==> src/pio_pkg.sv <==
// pio_pkg: register map, field positions and bus carriers of the programmable port bank
package pio_pkg;

    // bank geometry
    localparam int NUM_PORTS = 16;
    localparam int PORT_W = 8;

    // register indexes; byte address on the bus is four times the index
    localparam logic [11:0] DATA_IDX [0:15] = '{
        12'h3E0, 12'h3E1, 12'h3E4, 12'h3E5, 12'h3E8, 12'h3E9, 12'h3C0, 12'h3C1,
        12'h3C4, 12'h3C5, 12'h3C8, 12'h3C9, 12'h3CC, 12'h3CD, 12'h3D0, 12'h3D1};
    localparam logic [11:0] DIR_IDX [0:15] = '{
        12'h3E2, 12'h3E3, 12'h3E6, 12'h3E7, 12'h3EA, 12'h3EB, 12'h3C2, 12'h3C3,
        12'h3C6, 12'h3C7, 12'h3CA, 12'h3CB, 12'h3CE, 12'h3CF, 12'h3D2, 12'h3D3};

    // control registers outside the port map
    localparam logic [11:0] ISOLATE_IDX = 12'h400;
    localparam logic [11:0] PROTECT_IDX = 12'h401;
    localparam logic [11:0] MODE_IDX = 12'h402;
    localparam logic [11:0] IRQ_STATUS_IDX = 12'h403;
    localparam logic [11:0] IRQ_MASK_IDX = 12'h404;

    // implemented bits of direction and data registers
    localparam logic [7:0] DIR_IMPL [0:15] = '{
        8'hFF, 8'hFF, 8'hFF, 8'hFF, 8'hFF, 8'hFF, 8'hFF, 8'hFF,
        8'hDF, 8'hFF, 8'hFF, 8'h1F, 8'hFF, 8'hFF, 8'h7F, 8'hFF};
    localparam logic [7:0] DATA_IMPL [0:15] = '{
        8'hFF, 8'hFF, 8'hFF, 8'hFF, 8'hFF, 8'hFF, 8'hFF, 8'hFF,
        8'hFF, 8'hFF, 8'hFF, 8'h1F, 8'hFF, 8'hFF, 8'h7F, 8'hFF};
    // pins that become external bus lines outside single-chip mode
    localparam logic [7:0] BUS_PIN_MASK [0:15] = '{
        8'hFF, 8'hFF, 8'hFF, 8'hFF, 8'hFF, 8'hFF, 8'h00, 8'h00,
        8'h00, 8'h00, 8'h00, 8'h00, 8'h00, 8'h00, 8'h00, 8'h00};

    // isolation register: bits 0..3 select analog groups, bit 7 the key group
    localparam int ISO_KEY_BIT = 7;
    localparam logic [7:0] ISO_IMPL = 8'h8F;
    localparam int ISO_PORT = 9;
    localparam int ISO_PIN_BASE = 3;
    localparam int KEY_PORT = 10;
    localparam logic [7:0] KEY_PINS = 8'hF0;
    localparam int KEY_LSB = 4;

    // protect register and mode register fields
    localparam int PROTECT_BIT = 2;
    localparam int PROTECTED_PORT = 9;
    localparam logic [1:0] MODE_SINGLE = 2'h0;
    localparam logic [7:0] MODE_IMPL = 8'h03;

    // interrupt status bits
    localparam int IRQ_KEY_BIT = 0;
    localparam int IRQ_BLOCK_BIT = 1;
    localparam logic [7:0] IRQ_IMPL = 8'h03;

    // reset values
    localparam logic [7:0] DIR_RESET = 8'h00;
    localparam logic [7:0] DATA_RESET = 8'h00;
    localparam logic [7:0] CTRL_RESET = 8'h00;

    // bus carriers
    typedef struct packed {
        logic psel;
        logic penable;
        logic pwrite;
        logic [15:0] paddr;
        logic [31:0] pwdata;
    } pio_apb_req_t;

    typedef struct packed {
        logic [31:0] prdata;
        logic pready;
        logic pslverr;
    } pio_apb_rsp_t;

endpackage : pio_pkg

==> src/pio_port_bank.sv <==
// pio_port_bank: byte-wide programmable port bank with analog isolation and key interrupt
//
// Summary of operation
// - isolation bits cut digital inputs from analog pins
// - key isolation cuts key pin reads
// - key isolation holds key request flag at zero
// - direction bit: zero input, one output
// - bus mode ignores direction writes on bus pins
// - unimplemented direction bits ignore writes
// - input port read returns pin level
// - input port write updates latch only
// - output port reads latch, drives latch
// - bus mode ignores data writes, hides level on bus pins
module pio_port_bank #(
    parameter int NUM_PORTS = pio_pkg::NUM_PORTS
) (
    // clock and reset
    input wire logic clk,
    input wire logic arst_n,
    // register bus
    input wire pio_pkg::pio_apb_req_t apbReq,
    output pio_pkg::pio_apb_rsp_t apbRsp,
    // package pins
    input wire logic [NUM_PORTS-1:0][7:0] pinIn,
    output logic [NUM_PORTS-1:0][7:0] pinOut,
    output logic [NUM_PORTS-1:0][7:0] pinOe,
    // digital peripheral input paths
    output logic [NUM_PORTS-1:0][7:0] periphIn,
    // interrupt
    output logic irq
);

    // decoded register kind
    typedef enum {PIO_NONE, PIO_DATA, PIO_DIR, PIO_CTRL} pio_kind_t;

    // software state
    logic [NUM_PORTS-1:0][7:0] dirReg;      // direction bits, also pin enables
    logic [NUM_PORTS-1:0][7:0] latchReg;    // port latches, also pin levels
    logic [7:0] isoReg;                     // analog isolation controls
    logic [7:0] protectReg;                 // write protect control
    logic [7:0] modeReg;                    // processor mode, nonzero means bus mode
    logic [7:0] statusReg;                  // sticky interrupt status
    logic [7:0] maskReg;                    // interrupt enables
    logic [3:0] keyPrev;                    // key pin levels one cycle ago
    logic irqReg;
    logic [NUM_PORTS-1:0][7:0] next_dirReg;
    logic [NUM_PORTS-1:0][7:0] next_latchReg;
    logic [7:0] next_isoReg;
    logic [7:0] next_protectReg;
    logic [7:0] next_modeReg;
    logic [7:0] next_statusReg;
    logic [7:0] next_maskReg;
    logic [3:0] next_keyPrev;
    logic next_irqReg;
    // bus response state
    pio_pkg::pio_apb_rsp_t rspReg;
    pio_pkg::pio_apb_rsp_t next_rspReg;
    logic [NUM_PORTS-1:0][7:0] periphReg;
    logic [NUM_PORTS-1:0][7:0] next_periphReg;

    // address decode helpers
    logic [11:0] regIdx;
    logic addrOk;
    logic setupPhase;
    logic accessWrite;
    logic busMode;
    pio_kind_t kind;
    int unsigned portSel;

    // bus pins follow the mode, single-chip mode frees them all
    function automatic logic [7:0] busMask(input int unsigned p, input logic inBus);
        busMask = inBus ? pio_pkg::BUS_PIN_MASK[p] : 8'h00;
    endfunction : busMask

    // pins cut off from digital inputs by the isolation controls
    function automatic logic [7:0] isoMask(input int unsigned p, input logic [7:0] iso);
        logic [7:0] m;
        m = 8'h00;
        if (p == pio_pkg::ISO_PORT) begin
            m = {4'h0, iso[3:0]} << pio_pkg::ISO_PIN_BASE;
        end
        if (p == pio_pkg::KEY_PORT && iso[pio_pkg::ISO_KEY_BIT]) begin
            m = pio_pkg::KEY_PINS;
        end
        isoMask = m;
    endfunction : isoMask

    // read value of one port data register
    function automatic logic [7:0] readData(
        input int unsigned p,
        input logic [7:0] dir,
        input logic [7:0] latch,
        input logic [7:0] pin,
        input logic inBus,
        input logic [7:0] iso
    );
        logic [7:0] v;
        v = (dir & latch) | (~dir & pin);
        v = v & pio_pkg::DATA_IMPL[p] & ~busMask(p, inBus);
        if (p == pio_pkg::KEY_PORT) begin
            v = v & ~isoMask(p, iso);
        end
        readData = v;
    endfunction : readData

    // bus phase decode
    always_comb begin
        regIdx = apbReq.paddr[13:2];
        addrOk = (apbReq.paddr[1:0] == 2'h0) && (apbReq.paddr[15:14] == 2'h0);
        setupPhase = apbReq.psel && !apbReq.penable;
        // a write takes effect only at the edge that sees pready
        accessWrite = apbReq.psel && apbReq.penable && apbReq.pwrite && rspReg.pready;
        busMode = (modeReg[1:0] != pio_pkg::MODE_SINGLE);
        kind = PIO_NONE;
        portSel = 0;
        for (int p = 0; p < NUM_PORTS; p++) begin
            if (regIdx == pio_pkg::DATA_IDX[p]) begin
                kind = PIO_DATA;
                portSel = p;
            end
            if (regIdx == pio_pkg::DIR_IDX[p]) begin
                kind = PIO_DIR;
                portSel = p;
            end
        end
        if (regIdx inside {pio_pkg::ISOLATE_IDX, pio_pkg::PROTECT_IDX, pio_pkg::MODE_IDX,
                           pio_pkg::IRQ_STATUS_IDX, pio_pkg::IRQ_MASK_IDX}) begin
            kind = PIO_CTRL;
        end
        if (!addrOk) begin
            kind = PIO_NONE;
        end
    end

    // next state of the software registers and key edge detection
    always_comb begin
        logic [7:0] wd;
        logic [7:0] keep;
        logic keyFall;
        logic blocked;
        wd = apbReq.pwdata[7:0];
        keep = 8'h00;
        blocked = 1'b0;
        keyFall = 1'b0;
        next_dirReg = dirReg;
        next_latchReg = latchReg;
        next_isoReg = isoReg;
        next_protectReg = protectReg;
        next_modeReg = modeReg;
        next_maskReg = maskReg;
        next_keyPrev = pinIn[pio_pkg::KEY_PORT][7:pio_pkg::KEY_LSB];
        next_statusReg = statusReg;
        if (accessWrite) begin
            // the protect enable lasts for one write only
            next_protectReg = 8'h00;
            case (kind)
                PIO_DIR: begin
                    keep = ~pio_pkg::DIR_IMPL[portSel] | busMask(portSel, busMode);
                    if (portSel == pio_pkg::PROTECTED_PORT
                            && !protectReg[pio_pkg::PROTECT_BIT]) begin
                        // unprotected writes to the guarded port are dropped
                        keep = 8'hFF;
                        blocked = 1'b1;
                    end
                    next_dirReg[portSel] = (dirReg[portSel] & keep) | (wd & ~keep);
                    if (busMask(portSel, busMode) != 8'h00) begin
                        blocked = 1'b1;
                    end
                end
                PIO_DATA: begin
                    keep = ~pio_pkg::DATA_IMPL[portSel] | busMask(portSel, busMode);
                    next_latchReg[portSel] = (latchReg[portSel] & keep) | (wd & ~keep);
                    if (busMask(portSel, busMode) != 8'h00) begin
                        blocked = 1'b1;
                    end
                end
                PIO_CTRL: begin
                    if (regIdx == pio_pkg::ISOLATE_IDX) begin
                        next_isoReg = wd & pio_pkg::ISO_IMPL;
                    end
                    if (regIdx == pio_pkg::PROTECT_IDX) begin
                        next_protectReg = wd & (8'h01 << pio_pkg::PROTECT_BIT);
                    end
                    if (regIdx == pio_pkg::MODE_IDX) begin
                        next_modeReg = wd & pio_pkg::MODE_IMPL;
                    end
                    if (regIdx == pio_pkg::IRQ_MASK_IDX) begin
                        next_maskReg = wd & pio_pkg::IRQ_IMPL;
                    end
                    if (regIdx == pio_pkg::IRQ_STATUS_IDX) begin
                        // write one to clear
                        next_statusReg = statusReg & ~wd;
                    end
                end
                default: begin
                    next_protectReg = 8'h00;
                end
            endcase
        end
        // falling edge on any key pin; pins are active low
        keyFall = |(keyPrev & ~pinIn[pio_pkg::KEY_PORT][7:pio_pkg::KEY_LSB]);
        // new events win over a clear in the same cycle
        if (keyFall) begin
            next_statusReg[pio_pkg::IRQ_KEY_BIT] = 1'b1;
        end
        if (blocked) begin
            next_statusReg[pio_pkg::IRQ_BLOCK_BIT] = 1'b1;
        end
        if (isoReg[pio_pkg::ISO_KEY_BIT]) begin
            next_statusReg[pio_pkg::IRQ_KEY_BIT] = 1'b0;
        end
        next_irqReg = |(next_statusReg & next_maskReg);
    end

    // software registers
    always_ff @(posedge clk or negedge arst_n) begin
        if (!arst_n) begin
            dirReg <= {NUM_PORTS{pio_pkg::DIR_RESET}};
            latchReg <= {NUM_PORTS{pio_pkg::DATA_RESET}};
            isoReg <= pio_pkg::CTRL_RESET;
            protectReg <= pio_pkg::CTRL_RESET;
            modeReg <= pio_pkg::CTRL_RESET;
            statusReg <= pio_pkg::CTRL_RESET;
            maskReg <= pio_pkg::CTRL_RESET;
            keyPrev <= 4'hF;
            irqReg <= 1'b0;
        end else begin
            dirReg <= next_dirReg;
            latchReg <= next_latchReg;
            isoReg <= next_isoReg;
            protectReg <= next_protectReg;
            modeReg <= next_modeReg;
            statusReg <= next_statusReg;
            maskReg <= next_maskReg;
            keyPrev <= next_keyPrev;
            irqReg <= next_irqReg;
        end
    end

    // read mux and response; answer is prepared in setup so pready rises in access
    always_comb begin
        next_rspReg = '0;
        for (int p = 0; p < NUM_PORTS; p++) begin
            // isolated pins give zero to peripherals
            next_periphReg[p] = pinIn[p] & ~isoMask(p, isoReg);
        end
        if (setupPhase) begin
            next_rspReg.pready = 1'b1;
            next_rspReg.pslverr = (kind == PIO_NONE);
            case (kind)
                PIO_DATA: begin
                    next_rspReg.prdata[7:0] = readData(portSel, dirReg[portSel],
                        latchReg[portSel], pinIn[portSel], busMode, isoReg);
                end
                PIO_DIR: begin
                    next_rspReg.prdata[7:0] = dirReg[portSel] & pio_pkg::DIR_IMPL[portSel];
                end
                PIO_CTRL: begin
                    case (regIdx)
                        pio_pkg::ISOLATE_IDX: next_rspReg.prdata[7:0] = isoReg;
                        pio_pkg::PROTECT_IDX: next_rspReg.prdata[7:0] = protectReg;
                        pio_pkg::MODE_IDX: next_rspReg.prdata[7:0] = modeReg;
                        pio_pkg::IRQ_STATUS_IDX: next_rspReg.prdata[7:0] = statusReg;
                        default: next_rspReg.prdata[7:0] = maskReg;
                    endcase
                end
                default: begin
                    next_rspReg.prdata = 32'h0000_0000;
                end
            endcase
        end
    end

    // bus response and peripheral input registers
    always_ff @(posedge clk or negedge arst_n) begin
        if (!arst_n) begin
            rspReg <= '0;
            periphReg <= '0;
        end else begin
            rspReg <= next_rspReg;
            periphReg <= next_periphReg;
        end
    end

    // outputs straight from flops
    // output pins drive latch level
    assign pinOut = latchReg;
    assign pinOe = dirReg;
    assign periphIn = periphReg;
    assign apbRsp = rspReg;
    assign irq = irqReg;
endmodule : pio_port_bank

==> config.mk <==
export PLATFORM = sky130hd
export DESIGN_NAME = pio_port_bank
export DESIGN_NICKNAME = d
export VERILOG_FILES = /design/src/pio_pkg.sv /design/src/pio_port_bank.sv
export SDC_FILE = /design/constraint.sdc
export NUM_CORES = 1
export LEC_CHECK = 0
export ABC_AREA = 1
export ABC_CLOCK_PERIOD_IN_PS = 5400
export BUFFER_PORTS_ARGS = -buffer_cell sky130_fd_sc_hd__buf_2
export CAP_MARGIN = 20
export CORE_AREA = 10 10 223 225
export DETAILED_ROUTE_END_ITERATION = 8
export DIE_AREA = 0 0 233 235
export PLACE_DENSITY = 0.73
export SETUP_SLACK_MARGIN = 0.15
export SLEW_MARGIN = 20
export SYNTH_ARGS = -nofsm -noshare
export SYNTH_HDL_FRONTEND = slang
export SYNTH_SLANG_ARGS = --single-unit
==> constraint.sdc <==
create_clock -name clk -period 5.4 [get_ports clk]
set_clock_uncertainty 0.2 [all_clocks]
set_input_delay 0.27 -clock clk [delete_from_list [all_inputs] [get_ports clk]]
set_output_delay 0.27 -clock clk [all_outputs]
set_load 0.01 [all_outputs]
==> out/qor.csv <==
metric;value;unit
hold crit path type;primary input to async pin;
Sequential Power Share;0.456;
antenna violations before repair;7;
deepest clock path buffer count;3;
DRC;0;
CP most frequent cell;nand2_1;
final setup vio count;0;
vias;22215;
Layout Cells excl Fill;3894;
Psw;0.00171;W
Die X;233;um
Seq/Total Area, Yosys;0.496;
CTS tree;done;
GRT Overall Usage;0.333;
height of the die;235;um
CP top delay family;simple AND/OR/NAND/NOR gates;
cell total after placement;3664;
CP Max Fanout;51;
clk_lat worst skew;0.60;ns
pins over their slew limit;0;
TritonCTS Buffers;46;
number of global-route vias before repair;22107;
post-synth top area cell;dfrtp_1;
first-pass detailed-route iteration total;7;
Synth Flop Type;dfrtp_1;
first-pass GRT wire length;140;mm
Final Hold Viols;0;
initial detailed-routing violation count;2325;
Resized Gates After CTS;0;
postcts setup bufs;0;
die footprint;54800;um2
count of unique library cells instantiated by Yosys;58;
fill count;3938;
crit path buf inv count;5;
layout net count;3442;
commonest non-fill, non-tap cell in the layout;nand2_1;
pwr dens;259;nW/um2
max incr delay on CP;0.61;ns
power share of the combinational group;0.072;
clock network power share;0.472;
Avg Vias per Cell;5.70;
P_leak;14.2;nW
H-tree lvl count;2;
root buf cell;clkbuf_16;
Synth area leaders;dfrtp_1, nand2_1, nand3_1;
startpoint types;primary input;
Least-Margin Pin Slew;1.21;ns
Int Power;0.00539;W
crit path DAT;4.35;ns
Core Region;45100;um2
post-route ant nets;0;
share of layout cells above drive strength 1;0.227;
post-synthesis register bit count;423;
post-DR wirelength/cell;24.2;um
worst path cell trace;buf_2, nand2_2, inv_1, nand2_1, inv_1, nand2_2, nor2_1, nand2_1, nand2_1, nor3_4, nand4_4, inv_4, buf_4, nand3_1, nand2_1, nand2_1, nand2_1, nor2_2, o21ai_2, nand2_1, o21ai_0;
Initial Util;0.474;
Ys Warns;0;
RSZ-0062 raised after global routing;false;
critical path class;primary input to flop;
Synth Instances;2622;
Sw Ratio;0.241;
Reg clk slew, reported paths;0.06;ns
Post-synth EDFFs;0;
Critical Path RT;5.71;ns
CP Capture Type;flop;
clk sinks;423;
syn_area_per_cell;8.15;um2
total congestion overflow;0;
total wire length;94.4;mm
area fraction of the dominant cell type after synthesis;0.491;
Worst path slowest cell;buf_4;
Final GP Congestion;0.979;
largest net degree at the start of global routing;154;
result of the run;completed;
post-DP HPWL;67.1;mm
most frequent cells in the layout;nand2_1, buf_2, dfrtp_1;
Tcrit/Tclk final;0.749;
min Tclk post-route;4.04;ns
Relative slew margins;0.193;
FP Rows;78;
I/O pins;600;
MaxCap Viol Count;0;
IO buf count;551;
area grow syn2layout;28.4;%
Worst VDD drop;0.202;mV
Netlist Area Pre-Place;21400;um2
fmax;0.247;GHz
setup TNS;0;ns
Post-synth ARST share;1.00;
-- cell usage after synthesis, types with 9 or more instances --
master and count:
inv_1 278, o21ai_1 80, o21ai_2 11, o21ai_0 125
buf_2 49, a21oi_1 29, nand4_1 186, nor3_1 27
buf_4 53, nand2_2 9, nor2_2 14, mux2i_1 73
dfrtp_1 419, inv_2 12, clkbuf_1 48, o2111ai_1 9
nand3_1 252, nand2_1 737, ha_1 9, buf_1 22
nor2_1 94
-- state kept, by name, summed over array words and instances, names as in the netlist --
register,count
isoReg,5
modeReg,2
maskReg,8
statusReg,8
pinOut,128
keyPrev,4
irq,1
apbRsp,10
pinOe,128
periphIn,128
protectReg,1
-- area by class of cell --
cell class / count / area (um2) / area share
multi-input cells: 1749 / 8770 / 0.320
clock inverters: 17 / 270 / 0.00986
clock buffers: 63 / 1310 / 0.0476
inverters: 292 / 1100 / 0.0403
well taps: 600 / 751 / 0.0274
diodes: 10 / 25.0 / 0.000913
flip-flops and latches: 423 / 10600 / 0.386
repair buffers: 740 / 4600 / 0.168
-- kinds of logic after synthesis --
logic type,Yosys count,synth area share
compound gates,299,0.0802
fa+ha+maj,9,0.00527
buf+inv,473,0.0988
flops,423,0.496
mux,74,0.0353
other cells,1,0.000176
simple gates,1343,0.285
-- routing by layer --
metal	routed length, um	up-vias	global-route usage
li1	-	9866	-
met1	33800	10676	0.387
met2	45700	1395	0.554
met3	9710	278	0.0878
met4	5220	0	0.172
met5	0	-	0
-- metrics by stage --
step	total power [W]	hold WS (ns)	utilization	area [um2]	worst slack, ns
after floorplan	0.00345	-0.226	-	21400	1.66
after global placement	0.00370	0.0820	0.541	24400	0.919
after detailed placement	0.00370	0.0864	0.541	24400	0.846
after CTS	0.00709	0.0571	0.608	27400	1.43
after global routing	0.00728	0.0925	0.608	27400	1.06
final	0.00710	0.0888	0.608	27400	1.36
-- power groups by stage --
stage,combinational [W],clock (W),sequential (W)
global route,0.000547,0.00349,0.00324
finish,0.000511,0.00335,0.00324
CTS,0.000499,0.00336,0.00323
detailed placement,0.000410,0,0.00329
global placement,0.000405,0,0.00329
floorplan,0.000129,0,0.00332
-- path summary, 6_finish.rpt --
path	start	end	slack (ns)	cells past startpoint
worst max-delay path	apbReq[41]	pinOe[24]	1.36	21
worst min-delay path	arst_n	periphIn[92]	0.09	2
worst max register to register	apbRsp[1]	pinOut[51]	2.53	4
worst min register to register	maskReg[3]	maskReg[3]	0.29	2
max in group asynchronous	arst_n	pinOe[74]	3.66	3
min in group clk	apbReq[48]	protectReg[2]	0.10	3
-- repair_timing --
| action | in CTS | in global routing |
|---|---|---|
| endpoints found under the setup margin | 0 | 0 |
| hold buffers | 140 | 0 |
| hold endpoints to repair | 224 | 0 |
Power figures use the tool's default switching activity.
